[src/hdl/dpd_pkg.sv]
package dpd_pkg;

  // Serial word and latch layout.
  localparam int WORD_W       = 22;
  localparam int SEL_LO_BIT   = 0;
  localparam int SEL_HI_BIT   = 1;
  localparam int R_LSB        = 2;
  localparam int R_W          = 14;
  localparam int PD_POL_BIT   = 17;
  localparam int CP_GAIN_BIT  = 18;
  localparam int TRI_BIT      = 19;
  localparam int MUX_LSB      = 20;
  localparam int MUX_W        = 2;
  localparam int A_LSB        = 2;
  localparam int A_W          = 6;
  localparam int B_LSB        = 9;
  localparam int B_W          = 11;
  localparam int PRESC_BIT    = 20;
  localparam int PWRDN_BIT    = 21;
  localparam int PRE_W        = 7;
  localparam int NSIDE        = 2;

  // Every latch is cleared at reset.
  localparam logic [WORD_W-1:0] LATCH_RST = 22'h000000;

  // Prescaler modulus pairs, low member of each pair.
  localparam logic [PRE_W-1:0] IF_P_BIT0 = 7'h08;
  localparam logic [PRE_W-1:0] IF_P_BIT1 = 7'h10;
  localparam logic [PRE_W-1:0] RF_P_BIT0 = 7'h40;
  localparam logic [PRE_W-1:0] RF_P_BIT1 = 7'h20;

  // Synchronised pin positions.
  localparam int NPIN      = 6;
  localparam int PIN_SCLK  = 0;
  localparam int PIN_SDATA = 1;
  localparam int PIN_LOAD  = 2;
  localparam int PIN_REF   = 3;
  localparam int PIN_VCO0  = 4;

  // Latch destinations picked by the two low word bits.
  typedef enum logic [1:0] {
    LAT_IF_REF = 2'h0,
    LAT_IF_AB  = 2'h1,
    LAT_RF_REF = 2'h2,
    LAT_RF_AB  = 2'h3
  } dpd_latch_type;

  // Status multiplexer code held in each reference latch.
  typedef enum logic [1:0] {
    MUX_OFF   = 2'h0,
    MUX_LOCK  = 2'h1,
    MUX_RESET = 2'h2,
    MUX_LOW   = 2'h3
  } dpd_mux_type;

  // Power sequencing states of one side.
  typedef enum logic [1:0] {
    PWR_ON       = 2'h0,
    PWR_PUMP_OFF = 2'h1,
    PWR_DOWN     = 2'h3
  } dpd_pwr_type;

endpackage : dpd_pkg

[src/hdl/dpd_synth_ctrl.sv]
// Overview of operation
// Each serial clock rising edge shifts one data bit into 22-bit register.
// Host sends words MSB first; latch-select bits arrive last.
// Load strobe rising edge copies shift register into selected latch.
// Select 00 IF ref, 01 IF AB, 10 RF ref, 11 RF AB.
// IF AB bit 20 picks prescaler 8/9 when 0, 16/17 when 1.
// RF AB bit 20 picks prescaler 64/65 when 0, 32/33 when 1.
// Prescaler with A and B counters divides by B times P plus A.
// B counter is 11 bits, divide values 1 to 2047.
// A counter is 6 bits, values 0 to 63.
// 14-bit reference counter divides reference by 1 to 16383.
// Phase comparator compares reference and N counter outputs.
// Lock detect on status pin: high with narrow low pulses when locked.
// Combined lock detect shows lock only when both loops locked.
// Counter reset clears side's R and N counters, tri-states its pump.
// After reset release N counter restarts aligned with R counter.
// RF pump gain bit one enables fastlock, status pin grounds resistor.
// Power-down with pump not tri-stated: tri-state pump, then power down.
// Power-down with pump already tri-stated acts on the latching strobe; code tests only the tri-state bit, not counter reset.
// Power-down holds dividers in load state and debiases input stage.
// Reference oscillator disabled only when both sides powered down.
// Shift register and latches keep working in every power-down mode.
// Latching zero into power-down bit resumes operation immediately.
// Extra shifted bits fall off the top; last 22 bits are kept.
module dpd_synth_ctrl
  import dpd_pkg::*;
(
  // Clock and reset.
  input  wire logic core_clk,
  input  wire logic nrst,
  // Three-wire serial port pins.
  input  wire logic ser_clk,
  input  wire logic ser_data,
  input  wire logic load_strobe,
  // Reference and divided oscillator inputs.
  input  wire logic reference_input,
  input  wire logic if_vco_in,
  input  wire logic rf_vco_in,
  // Open-drain status pin, always driven low when enabled.
  output wire logic status_mux_output,
  output wire logic status_mux_oe,
  // IF charge pump controls.
  output wire logic if_pump_up,
  output wire logic if_pump_dn,
  output wire logic if_pump_tristate,
  output wire logic if_pump_gain,
  // RF charge pump controls.
  output wire logic rf_pump_up,
  output wire logic rf_pump_dn,
  output wire logic rf_pump_tristate,
  output wire logic rf_pump_gain,
  // Power state and fastlock outputs.
  output wire logic if_input_debias,
  output wire logic rf_input_debias,
  output wire logic ref_osc_disable,
  output wire logic fastlock_active
);

  // Pin synchroniser chain and edge history.
  logic [NPIN-1:0] pin_w;
  logic [NPIN-1:0] meta_r;
  logic [NPIN-1:0] meta_nxt;
  logic [NPIN-1:0] sync_r;
  logic [NPIN-1:0] sync_nxt;
  logic [NPIN-1:0] prev_r;
  logic [NPIN-1:0] prev_nxt;
  logic [NPIN-1:0] rise_w;
  // Shift register and the four latches, indexed 0 for IF, 1 for RF.
  logic [WORD_W-1:0] sr_r;
  logic [WORD_W-1:0] sr_nxt;
  logic [WORD_W-1:0] ref_r   [NSIDE];
  logic [WORD_W-1:0] ref_nxt [NSIDE];
  logic [WORD_W-1:0] ab_r    [NSIDE];
  logic [WORD_W-1:0] ab_nxt  [NSIDE];
  logic              ld_rise;
  dpd_latch_type     sel_w;
  // Per-side results gathered for the pins.
  logic [NSIDE-1:0] up_out_w;
  logic [NSIDE-1:0] dn_out_w;
  logic [NSIDE-1:0] tri_w;
  logic [NSIDE-1:0] down_w;
  logic [NSIDE-1:0] pulse_w;
  logic             stat_oe_r;
  logic             stat_oe_nxt;
  assign pin_w = {rf_vco_in, if_vco_in, reference_input,
                  load_strobe, ser_data, ser_clk};
  // Every pin passes two flops; only the second one feeds the edge history.
  always_comb begin
    meta_nxt = pin_w;
    sync_nxt = meta_r;
    prev_nxt = sync_r;
  end
  always_ff @(posedge core_clk or negedge nrst) begin
    if (!nrst) begin
      meta_r <= '0;
      sync_r <= '0;
      prev_r <= '0;
    end else begin
      meta_r <= meta_nxt;
      sync_r <= sync_nxt;
      prev_r <= prev_nxt;
    end
  end
  assign rise_w  = sync_r & ~prev_r;
  assign ld_rise = rise_w[PIN_LOAD];
  assign sel_w   = dpd_latch_type'(sr_r[SEL_HI_BIT:SEL_LO_BIT]);
  // Shifting and latching ignore power state, so a sleeping side can
  // always be woken through the same port.
  always_comb begin
    sr_nxt = sr_r;
    if (rise_w[PIN_SCLK]) begin
      sr_nxt = {sr_r[WORD_W-2:0], sync_r[PIN_SDATA]};
    end
    for (int i = 0; i < NSIDE; i++) begin
      ref_nxt[i] = ref_r[i];
      ab_nxt[i]  = ab_r[i];
    end
    if (ld_rise) begin
      case (sel_w)
        LAT_IF_REF: ref_nxt[0] = sr_r;
        LAT_IF_AB:  ab_nxt[0]  = sr_r;
        LAT_RF_REF: ref_nxt[1] = sr_r;
        LAT_RF_AB:  ab_nxt[1]  = sr_r;
        default:    ref_nxt[0] = ref_r[0];
      endcase
    end
  end
  always_ff @(posedge core_clk or negedge nrst) begin
    if (!nrst) begin
      sr_r <= LATCH_RST;
      for (int i = 0; i < NSIDE; i++) begin
        ref_r[i] <= LATCH_RST;
        ab_r[i]  <= LATCH_RST;
      end
    end else begin
      sr_r <= sr_nxt;
      for (int i = 0; i < NSIDE; i++) begin
        ref_r[i] <= ref_nxt[i];
        ab_r[i]  <= ab_nxt[i];
      end
    end
  end
  // R and N dividers, comparator and power sequencer per side.
  genvar g;
  for (g = 0; g < NSIDE; g++) begin : side
    logic [R_W-1:0]   r_cnt_r;
    logic [R_W-1:0]   r_cnt_nxt;
    logic [PRE_W-1:0] pre_r;
    logic [PRE_W-1:0] pre_nxt;
    logic [A_W-1:0]   a_cnt_r;
    logic [A_W-1:0]   a_cnt_nxt;
    logic [B_W-1:0]   b_cnt_r;
    logic [B_W-1:0]   b_cnt_nxt;
    logic             up_r;
    logic             up_nxt;
    logic             dn_r;
    logic             dn_nxt;
    logic             oup_r;
    logic             oup_nxt;
    logic             odn_r;
    logic             odn_nxt;
    dpd_pwr_type      pwr_r;
    dpd_pwr_type      pwr_nxt;
    logic [R_W-1:0]   r_div;
    logic [A_W-1:0]   a_val;
    logic [B_W-1:0]   b_val;
    logic [PRE_W-1:0] p_val;
    logic [PRE_W-1:0] mod_w;
    logic             cnt_rst;
    logic             hold;
    logic             r_tick;
    logic             p_tick;
    logic             n_tick;
    logic             pd_bit;

    assign r_div   = ref_r[g][R_LSB +: R_W];
    assign a_val   = ab_r[g][A_LSB +: A_W];
    assign b_val   = ab_r[g][B_LSB +: B_W];
    assign p_val   = ab_r[g][PRESC_BIT] ?
                     ((g == 0) ? IF_P_BIT1 : RF_P_BIT1) :
                     ((g == 0) ? IF_P_BIT0 : RF_P_BIT0);
    // Swallow one extra input cycle while the A count is not yet reached.
    assign mod_w   = (a_cnt_r < a_val) ? p_val + 7'h01 : p_val;
    assign cnt_rst = dpd_mux_type'(ref_r[g][MUX_LSB +: MUX_W]) == MUX_RESET;
    assign hold    = cnt_rst || pwr_r == PWR_DOWN;
    assign pd_bit  = ab_nxt[g][PWRDN_BIT];
    assign tri_w[g]  = ref_r[g][TRI_BIT] || cnt_rst || pwr_r != PWR_ON;
    assign down_w[g] = pwr_r == PWR_DOWN;
    assign pulse_w[g] = up_r | dn_r;
    assign up_out_w[g] = oup_r;
    assign dn_out_w[g] = odn_r;
    // Dividers sit at zero while held, so both restart from zero
    // in the same core clock cycle in which the hold is released.
    always_comb begin
      r_cnt_nxt = r_cnt_r;
      pre_nxt   = pre_r;
      a_cnt_nxt = a_cnt_r;
      b_cnt_nxt = b_cnt_r;
      r_tick    = 1'b0;
      p_tick    = 1'b0;
      n_tick    = 1'b0;
      if (hold) begin
        r_cnt_nxt = '0;
        pre_nxt   = '0;
        a_cnt_nxt = '0;
        b_cnt_nxt = '0;
      end else begin
        if (rise_w[PIN_REF]) begin
          if ({1'b0, r_cnt_r} + 15'h0001 >= {1'b0, r_div}) begin
            r_cnt_nxt = '0;
            r_tick    = 1'b1;
          end else begin
            r_cnt_nxt = r_cnt_r + 14'h0001;
          end
        end
        if (rise_w[PIN_VCO0 + g]) begin
          if ({1'b0, pre_r} + 8'h01 >= {1'b0, mod_w}) begin
            pre_nxt = '0;
            p_tick  = 1'b1;
          end else begin
            pre_nxt = pre_r + 7'h01;
          end
        end
        if (p_tick) begin
          if ({1'b0, b_cnt_r} + 12'h001 >= {1'b0, b_val}) begin
            b_cnt_nxt = '0;
            a_cnt_nxt = '0;
            n_tick    = 1'b1;
          end else begin
            b_cnt_nxt = b_cnt_r + 11'h001;
            if (a_cnt_r < a_val) begin
              a_cnt_nxt = a_cnt_r + 6'h01;
            end
          end
        end
      end
    end
    // Comparator: each edge raises its flag; both high resets them.
    always_comb begin
      up_nxt = up_r | r_tick;
      dn_nxt = dn_r | n_tick;
      if ((up_nxt && dn_nxt) || hold) begin
        up_nxt = 1'b0;
        dn_nxt = 1'b0;
      end
      oup_nxt = 1'b0;
      odn_nxt = 1'b0;
      if (!tri_w[g]) begin
        oup_nxt = ref_r[g][PD_POL_BIT] ? up_nxt : dn_nxt;
        odn_nxt = ref_r[g][PD_POL_BIT] ? dn_nxt : up_nxt;
      end
    end
    // Sequencer looks at next latch values so a pre-stated pump goes
    // down on the very strobe that latches the power-down bit.
    always_comb begin
      pwr_nxt = pwr_r;
      if (!pd_bit) begin
        pwr_nxt = PWR_ON;
      end else begin
        case (pwr_r)
          PWR_ON: begin
            if (ref_nxt[g][TRI_BIT]) begin
              pwr_nxt = PWR_DOWN;
            end else begin
              pwr_nxt = PWR_PUMP_OFF;
            end
          end
          PWR_PUMP_OFF: pwr_nxt = PWR_DOWN;
          PWR_DOWN:     pwr_nxt = PWR_DOWN;
          default:      pwr_nxt = PWR_ON;
        endcase
      end
    end

    always_ff @(posedge core_clk or negedge nrst) begin
      if (!nrst) begin
        r_cnt_r <= '0;
        pre_r   <= '0;
        a_cnt_r <= '0;
        b_cnt_r <= '0;
        up_r    <= 1'b0;
        dn_r    <= 1'b0;
        oup_r   <= 1'b0;
        odn_r   <= 1'b0;
        pwr_r   <= PWR_ON;
      end else begin
        r_cnt_r <= r_cnt_nxt;
        pre_r   <= pre_nxt;
        a_cnt_r <= a_cnt_nxt;
        b_cnt_r <= b_cnt_nxt;
        up_r    <= up_nxt;
        dn_r    <= dn_nxt;
        oup_r   <= oup_nxt;
        odn_r   <= odn_nxt;
        pwr_r   <= pwr_nxt;
      end
    end
  end

  // Status pin: fastlock overrides, lock detect pulls low on comparator
  // activity; selecting lock on both sides yields the combined detector.
  always_comb begin
    stat_oe_nxt = 1'b0;
    if (ref_r[1][CP_GAIN_BIT]) begin
      stat_oe_nxt = 1'b1;
    end else begin
      for (int i = 0; i < NSIDE; i++) begin
        case (dpd_mux_type'(ref_r[i][MUX_LSB +: MUX_W]))
          MUX_LOCK: stat_oe_nxt = stat_oe_nxt | pulse_w[i];
          MUX_LOW:  stat_oe_nxt = 1'b1;
          default:  stat_oe_nxt = stat_oe_nxt;
        endcase
      end
    end
  end
  always_ff @(posedge core_clk or negedge nrst) begin
    if (!nrst) begin
      stat_oe_r <= 1'b0;
    end else begin
      stat_oe_r <= stat_oe_nxt;
    end
  end
  // Pin drive; the pad only ever pulls low.
  assign status_mux_output = 1'b0;
  assign status_mux_oe     = stat_oe_r;
  assign if_pump_up        = up_out_w[0];
  assign if_pump_dn        = dn_out_w[0];
  assign if_pump_tristate  = tri_w[0];
  assign if_pump_gain      = ref_r[0][CP_GAIN_BIT];
  assign rf_pump_up        = up_out_w[1];
  assign rf_pump_dn        = dn_out_w[1];
  assign rf_pump_tristate  = tri_w[1];
  assign rf_pump_gain      = ref_r[1][CP_GAIN_BIT];
  assign if_input_debias   = down_w[0];
  assign rf_input_debias   = down_w[1];
  assign ref_osc_disable   = down_w[0] & down_w[1];
  assign fastlock_active   = ref_r[1][CP_GAIN_BIT];

endmodule : dpd_synth_ctrl

[config.mk]
export PLATFORM = sky130hd
export DESIGN_NAME = dpd_synth_ctrl
export DESIGN_NICKNAME = d
export VERILOG_FILES = /design/src/hdl/dpd_pkg.sv /design/src/hdl/dpd_synth_ctrl.sv
export SDC_FILE = /design/constraint.sdc
export NUM_CORES = 1
export LEC_CHECK = 0
export BUFFER_PORTS_ARGS = -buffer_cell sky130_fd_sc_hd__buf_2
export CAP_MARGIN = 40
export CORE_MARGIN = 4
export CORE_UTILIZATION = 35
export DETAILED_ROUTE_END_ITERATION = 6
export HOLD_SLACK_MARGIN = 0.1
export SYNTH_ARGS = -nofsm -noshare
export SYNTH_HDL_FRONTEND = slang
export SYNTH_SLANG_ARGS = --single-unit
[constraint.sdc]
create_clock -name core_clk -period 2.8 [get_ports core_clk]
set_input_delay 0.28 -clock core_clk [delete_from_list [all_inputs] [get_ports core_clk]]
set_output_delay 0.28 -clock core_clk [all_outputs]
set_load 0.05 [all_outputs]
==> summary.md <==
| Metric | Value |
|---|---|
| Root buf cell | `clkbuf_16` |
| Die W | `181 microns` |
| Flop pwr share | `39.2%` |
| Power Density | `748 nW/um^2` |
| Post-Route Skew | `0.00890 ns` |
| GRT Resource Usage Total | `14.6%` |
| Fin Setup TNS | `-3.14 ns` |
| CP Capture Type | `register` |
| Sequential fraction of the synthesis area | `48.8%` |
| Finished Layout Cells | `1588` |
| Slew margin rel. | `50.8%` |
| Post-DR wirelength/cell | `15.4 microns` |
| Row cnt | `63` |
| Crit-path max FO | `6` |
| Starting density of the core | `35.4%` |
| CTS Sinks | `204` |
| Combinational group share of total power | `31.5%` |
| Final count of hold timing violations | `0` |
| Largest net degree at the start of global routing | `71` |
| Clk_lat worst skew | `0.52 ns` |
| Post-synthesis instance total | `1021` |
| Status | `complete, but fails checks` |
| Final Setup Violations | `45` |
| Nets | `1264` |
| Initial antenna violation count | `0` |
| Antenna diodes | `0` |
| Placer Congestion | `0.820` |
| Syn avg cell area | `10.2 sq um` |
| Yosys reg bits | `204` |
| Vias in the first global route | `7898` |
| Placed cell area | `11900 sq um` |
| 1st-iter DRT viols | `435` |
| CP required | `3.24 ns` |
| Final worst path period share | `106%` |
| Post-DP HPWL | `16400 microns` |
| Clock transition at path regs | `0.06 ns` |
| Worst Slack Setup Final | `-0.164 ns` |
| Fin area | `13500 sq um` |
| CTS buffer count | `24` |
| Sw frac | `33.7%` |
| Worst slew pin tran | `0.731 ns` |
| Setup CP Type | `reg2reg` |
| Leading area contributor after synthesis | `dfrtp_1` |
| Core area | `29600 sq um` |
| DIE HEIGHT | `181 microns` |
| Hold Path Class | `in2async` |
| Drt via density | `4.96` |
| Multiplexer area fraction after synthesis | `6.03%` |
| Final min period | `2.96 ns` |
| Most common cell after layout, fill and taps aside | `dfrtp_1` |
| Distinct cells, synth | `69` |
| CP startpoint | `side[0].a_cnt_r[1]` |
| DRT Pass-1 Iters | `6` |
| DR DRC count | `0` |
| Worst endpoint data arrival time | `3.41 ns` |
| Switching pwr | `3.41 mW` |
| Clock power frac | `29.3%` |
| H-Tree Level Count | `1` |
| # Max-Cap Violations | `0` |
| IO Count | `22` |
| Critical Path Start Type | `register` |
| Yosys top cell area share | `48.8%` |
| YS warnings | `0` |
| Pleak | `6.50 nW` |
| Largest family of logic cells by synthesized area | `simple AND/OR/NAND/NOR gates` |
| Remaining Overflow, GRT | `0` |
| Setup repair after global routing missed its margin | `true` |
| Routed vias | `7869` |
| Achievable Freq | `337 MHz` |
| Placed insts | `1514` |
| Post-synthesis compound-gate area fraction | `13.1%` |
| Layout cells sized above 1 | `32.5%` |
| Async SR Flop Fraction | `100%` |
| EDFF count, synth | `0` |
| Final wirelength | `24400 microns` |
| PortBufs | `20` |
| First-pass GRT wire length | `40400 microns` |
| Adder-cell share of the synthesized area | `8.86%` |
| Post-synthesis simple-gate area fraction | `14.7%` |
| Failing checks | `setup timing` |
| Peak supply drop | `441 uV` |
| Xor/xnor share of the synthesized area | `4.53%` |
| Count of final max-slew check failures | `0` |
| Most frequent cells in the layout | `dfrtp_1 (204), nand2_1 (118), buf_4 (117), inv_1 (74), ha_1 (70)` |
| Die ar. | `32700 sq um` |
| Worst slack at placement | `-0.191 ns` |
| CTS tree | `done` |
| RR Startpoint | `side[0].a_cnt_r[1]` |
| Clk buf depth | `3` |
| Leading post-synthesis cells by cell area | `dfrtp_1 (49%), ha_1 (8.9%), mux2_2 (6.0%)` |
| Synthesized Nets | `1103` |
| Post-route ant nets | `0` |
| P_int | `6.72 mW` |
| Main flop type after synthesis | `dfrtp_1` |
| Synthesized cell area | `10500 sq um` |
| Area Growth Syn to Fin | `29.6%` |
==> metrics by stage <==
step	power, mW	hold WS (ns)	utilization, %
2_1_floorplan	5.54	-0.0156	-
3_3_place_gp	6.56	0.315	40.2
3_5_place_dp	6.64	0.317	40.2
4_1_cts	9.86	0.343	44.0
5_1_grt	10.8	0.351	45.8
6_report	10.1	0.329	45.8
==> cell usage after synthesis, types with 3 or more instances <==
library cell,count
dfrtp_1,204
nand4_1,16
o21ai_0,84
or3_1,4
buf_4,3
a31oi_1,4
nand2_1,127
clkbuf_1,22
xnor2_1,35
or2_2,3
a21boi_0,3
inv_1,76
o22ai_1,3
and2_1,6
xor2_1,19
a21o_1,16
ha_1,74
a21oi_1,24
nor2b_1,12
nand2b_1,28
and3_1,11
mux2_2,56
o211ai_1,8
nor4_1,5
nor2_1,51
nor3_1,8
o31ai_1,10
o21a_1,4
buf_2,3
a22o_1,16
nand3_1,37
and4_1,5
==> cell families after synthesis <==
group | after synthesis
simple gates | 321
compound gates | 206
flops | 204
buf+inv | 105
fa+ha+maj | 74
mux | 56
xor+xnor | 54
other cells | 1
==> critical path, stage by stage, from the launching register on <==
cell and delay (ns):
dfrtp_1 0.39, ha_1 0.27, a2111o_1 0.37, a31o_4 0.24
a21oi_4 0.14, ha_1 0.24, nor2_1 0.09, a31oi_1 0.11
o21ai_2 0.22, a21boi_4 0.13, a21o_1 0.22, or3_1 0.34
a21oi_1 0.12
==> sequential cells by signal (all words and copies together) (netlist names), 2 cells and up <==
register,cells
ref_r,36
side.pwr_r,4
prev_nxt,6
side.b_cnt_r,22
side.up_r,2
side.r_cnt_r,28
meta_r,6
side.dn_r,2
side.pre_r,14
sr_r,22
ab_r,38
prev_r,5
side.a_cnt_r,12
==> power groups by stage <==
stage	registers, mW	logic (mW)	clock network [mW]
floorplan	3.87	1.67	0
CTS	3.96	2.84	3.06
detailed placement	4.01	2.63	0
global route	4.04	3.60	3.19
global placement	4.00	2.56	0
finish	3.97	3.19	2.97
==> repair_timing <==
item	CTS	global route
hold endpoints to repair	68	0
buffers inserted	12	11
endpoints found under the setup margin	48	77
resized for setup	52	115
gates cloned	3	1
hold buffers	7	0
pin swaps	51	82
==> layout make-up <==
cell class | instances | area (sq um)
flip-flops and latches | 204 | 5100
multi-input cells | 713 | 5640
inverters | 77 | 297
repair buffers | 162 | 1260
clock buffers | 28 | 657
clock inverters | 14 | 92.6
well taps | 390 | 488
fillers | 2727 | 16000
==> worst paths after layout <==
path | to | slack (ns) | depth (start not counted)
worst max-delay path | if_pump_dn | -0.16 | 12
worst min-delay path | side[1].r_cnt_r[8] | 0.33 | 2
worst max register to register | if_pump_dn | -0.16 | 12
worst min register to register | prev_nxt[1] | 0.34 | 0
max in group asynchronous | side[1].b_cnt_r[3] | 1.64 | 3
min in group core_clk | prev_nxt[1] | 0.34 | 0
==> routing by layer <==
metal | global-route usage [%] | share of wire [%] | vias up
met3 | 1.97 | 3.5 | 33
met2 | 22.6 | 45 | 117
met5 | 0 | 0 | -
met1 | 21.7 | 49 | 3827
li1 | - | - | 3892
met4 | 3.72 | 2.5 | 0
(Power assumes the default switching activity.)
